### src/inc/phase_shed_pkg.sv
// constants and carrier types for the phase shedding and protection control block
package phase_shed_pkg;
  localparam int unsigned    PHASES_MAX      = 8;
  localparam logic [7:0]     PHASE_CFG_ADDR  = 8'h03;
  localparam int unsigned    SHED_CODE_LSB   = 6;
  localparam int unsigned    SHED_CODE_MSB   = 7;
  localparam logic [7:0]     PHASE_CFG_RESET = 8'h00;
  localparam logic [11:0]    PG_HIGH_RESET   = 12'h3ff;
  localparam logic [11:0]    PG_LOW_RESET    = 12'h100;
  localparam logic [11:0]    CROWBAR_RELEASE = 12'h12c; // 300 mV, 1 mV per lsb
  localparam int unsigned    SEQ_STEP_NS     = 1000;
  localparam int unsigned    CLK_PERIOD_NS   = 20;
  localparam int unsigned    SEQ_STEP_CYC    = (SEQ_STEP_NS / CLK_PERIOD_NS) > 0 ?
                                               (SEQ_STEP_NS / CLK_PERIOD_NS) : 1;

  // register write strobe
  typedef struct packed {
    logic       we;
    logic [7:0] addr;
    logic [7:0] data;
  } reg_wr_type;

  // outputs towards drivers and supervisor
  typedef struct packed {
    logic [PHASES_MAX-1:0] pwm_run;
    logic                  shed_phase_disable_n;
    logic                  main_phase_disable_n;
    logic                  power_good_out;
    logic                  crowbar;
    logic [2:0]            ilim_div;
  } ctl_out_type;
endpackage : phase_shed_pkg

### src/core/phase_shed_and_protect_ctl.sv
// phase shedding, output crowbar and enable gating control
`timescale 1ns/1ps

// Functional notes
// - low power input low drives shed disable low
// - config bits 7:6 at 0x03 pick phases
// - eight phase shed sets and limit divisors
// - six phase shed sets and limit divisors
// - other counts run phase one, divisor table
// - sequence phases to limit output deviation
// - overvoltage forces all phase outputs low
// - crowbar holds until output below 300 mV
// - crowbar trip follows power good high limit
// - start only with supply and enable valid
// - disabled holds phases and disables low
// - power good limits are programmable
module phase_shed_and_protect_ctl
  import phase_shed_pkg::*;
#(
  parameter int unsigned NUM_PHASES = 8
) (
  input  wire logic                  clk_i,
  input  wire logic                  rst_n_i,
  input  wire reg_wr_type            reg_wr_i,
  input  wire logic [11:0]           pg_high_i,
  input  wire logic [11:0]           pg_low_i,
  input  wire logic                  pg_limits_we_i,
  input  wire logic [11:0]           vout_mv_i,
  input  wire logic                  supply_ok_i,
  input  wire logic                  enable_ok_i,
  input  wire logic                  power_state_low_n_i,
  input  wire logic [PHASES_MAX-1:0] pwm_req_i,
  output logic [7:0]                 phase_config_o,
  output ctl_out_type                ctl_o
);

  typedef struct packed {
    logic [7:0]            cfg;
    logic [11:0]           pg_high;
    logic [11:0]           pg_low;
    logic                  crowbar;
    logic                  low_power;
    logic [PHASES_MAX-1:0] run_mask;
    logic [7:0]            step_cnt;
    ctl_out_type           out;
  } state_type;

  state_type st_ff;
  state_type nxt_st;

  logic [PHASES_MAX-1:0] shed_mask;
  logic [2:0]            shed_div;
  logic [PHASES_MAX-1:0] full_mask;
  logic [PHASES_MAX-1:0] phase_gate;
  logic                  enabled;
  logic [1:0]            code;

  assign enabled = supply_ok_i & enable_ok_i;
  assign code    = st_ff.cfg[SHED_CODE_MSB:SHED_CODE_LSB];

  // full phase mask, one bit per configured phase
  genvar g;
  generate
    for (g = 0; g < PHASES_MAX; g++) begin : g_full
      assign full_mask[g] = (g < NUM_PHASES);
      // crowbar overrides every request so the low sides pull the rail down
      assign phase_gate[g] = pwm_req_i[g] & st_ff.run_mask[g] & ~st_ff.crowbar;
    end
  endgenerate

  // phase set and current limit divisor while in low power
  // counts from three to seven that keep only phase one still scale the limit by a divisor picked from the code
  always_comb begin
    shed_mask = 8'h01;
    shed_div  = 3'h1;
    unique case (NUM_PHASES)
      8: begin
        unique case (code)
          2'b00: begin
            shed_mask = 8'h01;
            shed_div  = 3'h4;
          end
          2'b01: begin
            shed_mask = 8'h11;
            shed_div  = 3'h4;
          end
          2'b10, 2'b11: begin
            shed_mask = 8'h55;
            shed_div  = 3'h2;
          end
        endcase
      end
      7: begin
        // only phase one stays, the divisor still follows the code
        unique case (code)
          2'b00, 2'b01: begin
            shed_div = 3'h4;
          end
          2'b10, 2'b11: begin
            shed_div = 3'h2;
          end
        endcase
      end
      6: begin
        // code 11 follows the phase list, not the printed count
        unique case (code)
          2'b00: begin
            shed_mask = 8'h01;
            shed_div  = 3'h4;
          end
          2'b01: begin
            shed_mask = 8'h09;
            shed_div  = 3'h3;
          end
          2'b10, 2'b11: begin
            shed_mask = 8'h15;
            shed_div  = 3'h2;
          end
        endcase
      end
      5, 4: begin
        unique case (code)
          2'b00: begin
            shed_div = 3'h4;
          end
          2'b01, 2'b10, 2'b11: begin
            shed_div = 3'h2;
          end
        endcase
      end
      3: begin
        unique case (code)
          2'b00: begin
            shed_div = 3'h3;
          end
          2'b01, 2'b10, 2'b11: begin
            shed_div = 3'h2;
          end
        endcase
      end
      2: begin
        shed_div = 3'h2;
      end
      1: begin
        shed_div = 3'h1;
      end
      default: begin
        // outside one to eight phases: keep phase one at full limit
        shed_div = 3'h1;
      end
    endcase
  end

  // next state
  always_comb begin
    nxt_st = st_ff;
    if (reg_wr_i.we && reg_wr_i.addr == PHASE_CFG_ADDR) begin
      nxt_st.cfg = reg_wr_i.data;
    end
    if (pg_limits_we_i) begin
      nxt_st.pg_high = pg_high_i;
      nxt_st.pg_low  = pg_low_i;
    end
    // crowbar: trip above power good high, release below 300 mV
    if (vout_mv_i > st_ff.pg_high) begin
      nxt_st.crowbar = 1'b1;
    end else if (vout_mv_i < CROWBAR_RELEASE) begin
      nxt_st.crowbar = 1'b0;
    end
    // low power request is a plain level, acted on one cycle later
    nxt_st.low_power = ~power_state_low_n_i;
    // sequencing: entering sheds after a settling step; exit restores at once
    if (!st_ff.low_power) begin
      nxt_st.run_mask = full_mask;
      nxt_st.step_cnt = 8'h00;
    end else if (st_ff.step_cnt < 8'(SEQ_STEP_CYC)) begin
      nxt_st.step_cnt = st_ff.step_cnt + 8'h01;
    end else begin
      nxt_st.run_mask = shed_mask & full_mask;
    end
    // outputs pass one more flop so every pin leaves a register
    // shed drivers go off at once; their pwm is masked after the settling step
    nxt_st.out.shed_phase_disable_n = enabled & ~st_ff.low_power;
    nxt_st.out.main_phase_disable_n = enabled;
    nxt_st.out.ilim_div = st_ff.low_power ? shed_div : 3'h1;
    nxt_st.out.crowbar  = st_ff.crowbar;
    // per phase gate, crowbar already folded in
    nxt_st.out.pwm_run  = phase_gate;
    // power good window is inclusive at both limits
    nxt_st.out.power_good_out = enabled & (vout_mv_i <= st_ff.pg_high) &
                                (vout_mv_i >= st_ff.pg_low);
    if (!enabled) begin
      // drivers grounded so output caps cannot discharge through them
      nxt_st.out.pwm_run              = 8'h00;
      nxt_st.out.power_good_out       = 1'b0;
      nxt_st.out.shed_phase_disable_n = 1'b0;
      nxt_st.out.main_phase_disable_n = 1'b0;
      nxt_st.run_mask                 = full_mask;
      nxt_st.step_cnt                 = 8'h00;
    end
  end

  // state register
  always_ff @(posedge clk_i) begin
    if (!rst_n_i) begin
      st_ff         <= '0;
      st_ff.cfg     <= PHASE_CFG_RESET;
      st_ff.pg_high <= PG_HIGH_RESET;
      st_ff.pg_low  <= PG_LOW_RESET;
      st_ff.out.ilim_div <= 3'h1;
    end else begin
      st_ff <= nxt_st;
    end
  end

  assign phase_config_o = st_ff.cfg;
  assign ctl_o          = st_ff.out;
endmodule : phase_shed_and_protect_ctl

### config.mk
export PLATFORM = sky130hd
export DESIGN_NAME = phase_shed_and_protect_ctl
export DESIGN_NICKNAME = d
export VERILOG_FILES = /design/src/inc/phase_shed_pkg.sv /design/src/core/phase_shed_and_protect_ctl.sv
export SDC_FILE = /design/constraint.sdc
export NUM_CORES = 1
export LEC_CHECK = 0
export CORE_ASPECT_RATIO = 0.8
export CORE_UTILIZATION = 60
export DETAILED_ROUTE_END_ITERATION = 6
export DONT_BUFFER_PORTS = 1
export PLACE_DENSITY = 0.75
export SLEW_MARGIN = 20
export SYNTH_ARGS = -nofsm -noshare
export SYNTH_HDL_FRONTEND = slang
export SYNTH_SLANG_ARGS = --single-unit
### constraint.sdc
create_clock -name clk_i -period 2.7 [get_ports clk_i]
set_clock_uncertainty 0.1 [all_clocks]
set_input_delay 0.54 -clock clk_i [delete_from_list [all_inputs] [get_ports clk_i]]
set_output_delay 0.54 -clock clk_i [all_outputs]
set_load 0.02 [all_outputs]
; ---- Word-level counts from Yosys, hierarchy flattened
; Index checks and enable logic that the tools add are counted.
[totals]
output_inout_bits = 23
wordCells = 63
ff_bits = 65
[classes]
mux = 8
bitwise = 23
add_sub_neg = 1
n_lt_le_gt_ge = 5
reduce_logical = 8
eq_ne = 5
[op_table]
columns = cell, count
row1 = 27-bit 2-to-1 mux, 1
row2 = 8-bit one-hot mux with 3 select lines, 1
row3 = 1-bit AND, 20
row4 = 16-bit 2-to-1 mux, 1
row5 = 8-bit 2-to-1 mux, 2
row6 = 12-bit >= comparator, 1
row7 = 12-bit > comparator, 1
row8 = 12-bit less-or-equal comparator, 1
row9 = "12-bit by 9-bit < comparator with 1-bit output, second input constant", 1
row10 = "8-bit by 1-bit adder with 8-bit output, second input constant", 1
row11 = "8-bit by 2-bit equality test with 1-bit output, second input constant", 1
row12 = "8-bit by 6-bit < comparator with 1-bit output, second input constant", 1
row13 = 3-bit one-hot mux with 2 select lines, 1
row14 = "2-bit equality test, second input constant", 2
row15 = 2-bit AND reduction, 2
row16 = 2-bit OR reduction, 2
row17 = "3-bit != test, second input constant", 1
row18 = 1-bit NOT, 3
row19 = 3-bit AND reduction, 1
row20 = "2-bit by 1-bit equality test with 1-bit output, second input constant", 1
row21 = 2-bit zero test, 1
row22 = 1-bit 2-to-1 mux, 2
row23 = 2-bit nonzero test, 1
row24 = 1-bit logical AND, 1

; ---- Depth between registers and ports, before layout
[logic_depth]
depth_word = 6
ltp_mapped = 7
mapped_depth_nobuf = 7

; ---- Least setup slack after synthesis
; No wires, ideal clock.
[synth_path]
path_kind = input port to flip-flop
start = input port reg_wr_i[10] (netlist name)
end = register st_ff (netlist bit phase_config_o[0])
path_slack_ps = 873
path_buffers = 0
cell_stages = 5
setup_ps = 128
arrival_time_ps = 1600
required_ps = 2472
cell_sequence = nor4_1 nand3b_1 nor3_4 mux2i_1 nor2_1
[synth_via]
elab_chain_len = 2
[synth_lines]
columns = element, line
row1 = from (decl), phase_shed_and_protect_ctl.sv:24  ; input wire reg_wr_type reg_wr_i,
row2 = 8-bit by 2-bit equality test with 1-bit output, phase_shed_and_protect_ctl.sv:157  ; if (reg_wr_i.we && reg_wr_i.addr == PHASE_CFG_ADDR) begin
row3 = 1-bit logical AND, phase_shed_and_protect_ctl.sv:157
row4 = to (signal assigned), phase_shed_and_protect_ctl.sv:212  ; st_ff <= nxt_st;
row5 = to (decl), phase_shed_and_protect_ctl.sv:48  ; state_type st_ff;
; Every way passes these cells.
; A chain may end at the register's enable or synchronous reset.

; ---- Final worst setup path
[layout_path]
start = register st_ff[16] (netlist name)
end = register st_ff[18] (netlist name)
[layout_via]
elab_chain_len = 1
[layout_lines]
columns = element, line
row1 = 8-bit by 1-bit adder with 8-bit output or 8-bit by 6-bit < comparator with 1-bit output (tied branches), "phase_shed_and_protect_ctl.sv:177, phase_shed_and_protect_ctl.sv:176"
; Parallel ways exist; a longest one is shown, timed or not.

==> impl_metrics.toml <==
[cells_and_area]
final_cell_area_um2 = 2890
drive_above_1_share = 0.0643
antenna-diode-count = 0
nets = 367
syn_to_final_growth_pct = 3.17

[floorplanning]
die_area_um2 = 4950
num_rows = 21
die_x_um = 78.4
dieHeight_um = 63.1
initial_utilization = 0.646
core_area_um2 = 4340
io_pins = 90

[run]
maxCapViolCount = 0

[sta]
drv_slew = 0
period_minus_slack_ns = 1.77
tightest_slew_ns = 0.742
finalHoldViolCount = 0
rsz0062_at_grt = "false"
setup-tns-final_ns = 0
relSlewSlack = 0.502
setup_violations = 0
fin_crit_sh = 0.655
max_clock_freq_mhz = 565

[power]
p_per_area_nw_per_um2 = 692
intPower_mw = 1.57
power.share.clock = 0.449
power.leakage_nw = 1.34
irDropWorstVdd_mv = 0.394
swShare = 0.215
seqPwrFrac = 0.481
net-switching-power_mw = 0.429
pwr-share-comb = 0.070

[cts]
holdBufCountCts = 0
cts_buffer_depth = 2
cts_buffers = 9
clock-sinks = 61
cts_resized = 0
insertion_delay_ns = 0.33
htree_num_levels = 3
cts_tree = "built"
cts-root-buf = "clkbuf_8"
path_clk_slew_ns = 0.07
postCtsSetupRepairBufs = 0

[route]
vias = 1860
ant_nets = 0
viasPerCell = 5.52
first_iter_violations = 91
drcViolationCount = 0
dr.pass1.iters = 4
wl_per_cell_um = 15.2
finalWirelength_um = 5110

[hold_path]
hold_class = "in -> reg"

[global_routing]
grt_use_met3 = 0.113
use_met1 = 0.295
grt_antenna_before_repair = 0
met2_usage = 0.342
grt_pass1_wl_um = 8650
grt_pass1_vias = 1783
grt_util_all_layers = 0.232
busiest_layer = "met2"
grt_max_degree = 35
grt_overflow = 0

[worst_setup_path]
cp_max_fo = 10
required_ns = 2.82
worst-endpoint-arrival_ns = 1.89
path_cells = "o311a_1 > nor3_4 > and4_4 > xnor2_1 > nor2_1"
criticalPathCategory = "reg -> reg"
critPathTopFamily = "simple AND/OR/NAND/NOR gates"
cp-end-kind = "flip-flop"
critPathSlowestCell = "o311a_1"
crit_path_max_incr_delay_ns = 0.39
path_buf_inv = 0
start_kind = "flip-flop"

[placed_design]
placed_cell_area_um2 = 2670
post-dp-hpwl_um = 3790
gp_congestion = 0.837
port_buffers = 0

[synth]
yosys_warnings = 0
synth.avg_cell_area_um2 = 9.47
ys_top_cells_by_area = "dfxtp_1 44%, ha_1 11%, mux2i_1 8.6%"
synth_area_leader_cell = "dfxtp_1"
synth_cell_types = 38
syn_inst = 296
synth-seq-area-share = 0.436
syn_nets = 388
synth_area_um2 = 2800
synth_top_area_share = 0.436
ys_seq_elements = 61

[status]
status = "completed"
[kinds of logic after synthesis]
| family | count (synthesis) | synth area share |
|---|---|---|
| compound gates | 41 | 0.0969 |
| xor+xnor | 4 | 0.0125 |
| fa+ha+maj | 25 | 0.112 |
| buf+inv | 58 | 0.109 |
| flops | 61 | 0.436 |
| mux | 24 | 0.0857 |
| simple gates | 83 | 0.149 |
[power groups by stage]
| stage | logic [mW] | registers [mW] | clock network, mW |
|---|---|---|---|
| after floorplan | 0.144 | 0.966 | 0 |
| after global placement | 0.134 | 0.980 | 0 |
| after CTS | 0.142 | 0.961 | 0.921 |
| after detailed placement | 0.140 | 0.981 | 0 |
| after global routing | 0.167 | 0.964 | 0.956 |
| final | 0.141 | 0.961 | 0.898 |
[per-stage QoR]
step	total power [mW]	cells	setup WS (ns)	hold WS, ns	utilization
after floorplan	1.11	296	0.873	0.296	-
after global placement	1.11	321	0.791	0.320	0.615
after detailed placement	1.12	321	0.719	0.327	0.615
after CTS	2.02	337	0.933	0.152	0.667
after global routing	2.09	337	0.822	0.149	0.667
final	2.00	337	0.930	0.169	0.667
[worst paths after layout]
path | endpoint | slack [ns] | cells past startpoint | start
min | st_ff[31] | 0.17 | 1 | power_state_low_n_i
max reg2reg | st_ff[18] | 0.93 | 5 | st_ff[16]
min reg2reg | ctl_o[0] | 0.35 | 1 | st_ff[31]
max | st_ff[18] | 0.93 | 5 | st_ff[16]
[final cells by class]
type,count,area (um2)
multi-input combinational,177,1280
sequential,61,1220
clock buffer,12,155
clock inverter,4,70.1
fill,364,1440
inverter,26,97.6
tap,57,71.3
[cells in the mapped netlist]
library cell  instances
o31a_1                1
or2b_1                1
mux2i_1              24
nor2b_1               2
inv_1                25
dfxtp_1              61
nand4_1               4
buf_1                 5
xnor2_1               2
buf_4                23
a21oi_1              10
a41o_1                1
and2_1                1
nand3_1               1
o21ai_0               6
xor2_1                2
clkinv_1              1
and4_1                2
o41ai_1               1
nand3b_1              1
o31ai_1               1
nor3_1                3
nor3_4                2
ha_1                 25
clkbuf_1              3
o211ai_1             11
a31oi_1               3
o22ai_1               1
a21o_1                1
and3_1               12
nor2_1               35
buf_2                 1
and4_4                1
o2bb2ai_1             1
nor4_1                1
nand2_1              17
a211oi_1              3
o311a_1               1
[flip-flops by register name, summed over array words and instances, names as in the netlist]
register / cells
phase_config_o: 8
st_ff: 37
ctl_o: 15
nxt_st: 1
[layout by cell type (no fill, tap or decap)]
master and instances:
or2b_1 1, mux2i_1 24, o41ai_1 1, nor2b_1 2, nand3_1 1, nand2_1 17, a31oi_1 3, a211oi_1 3
and3_1 12, clkinv_2 2, inv_1 25, clkbuf_1 1, a41o_1 1, and4_1 2, o311a_1 1, and2_1 1
nor4_1 1, dfxtp_1 61, bufinv_16 2, o211ai_1 11, clkinv_1 1, nand3b_1 1, o31a_1 1, a21oi_1 10
nor3_1 3, ha_1 25, nand4_1 4, a21o_1 1, xor2_1 2, clkbuf_8 11, o2bb2ai_1 1, and4_4 1
o21ai_0 6, o22ai_1 1, nor2_1 35, xnor2_1 2, nor3_4 2, o31ai_1 1
[metal layers]
metal / vias to the layer above / share of wire
met1: 842 / 0.48
met3: 2 / 0.074
met4: 0 / 0.0047
li1: 951 / -
met5: - / 0
met2: 65 / 0.44
(Power assumes the default switching activity.)
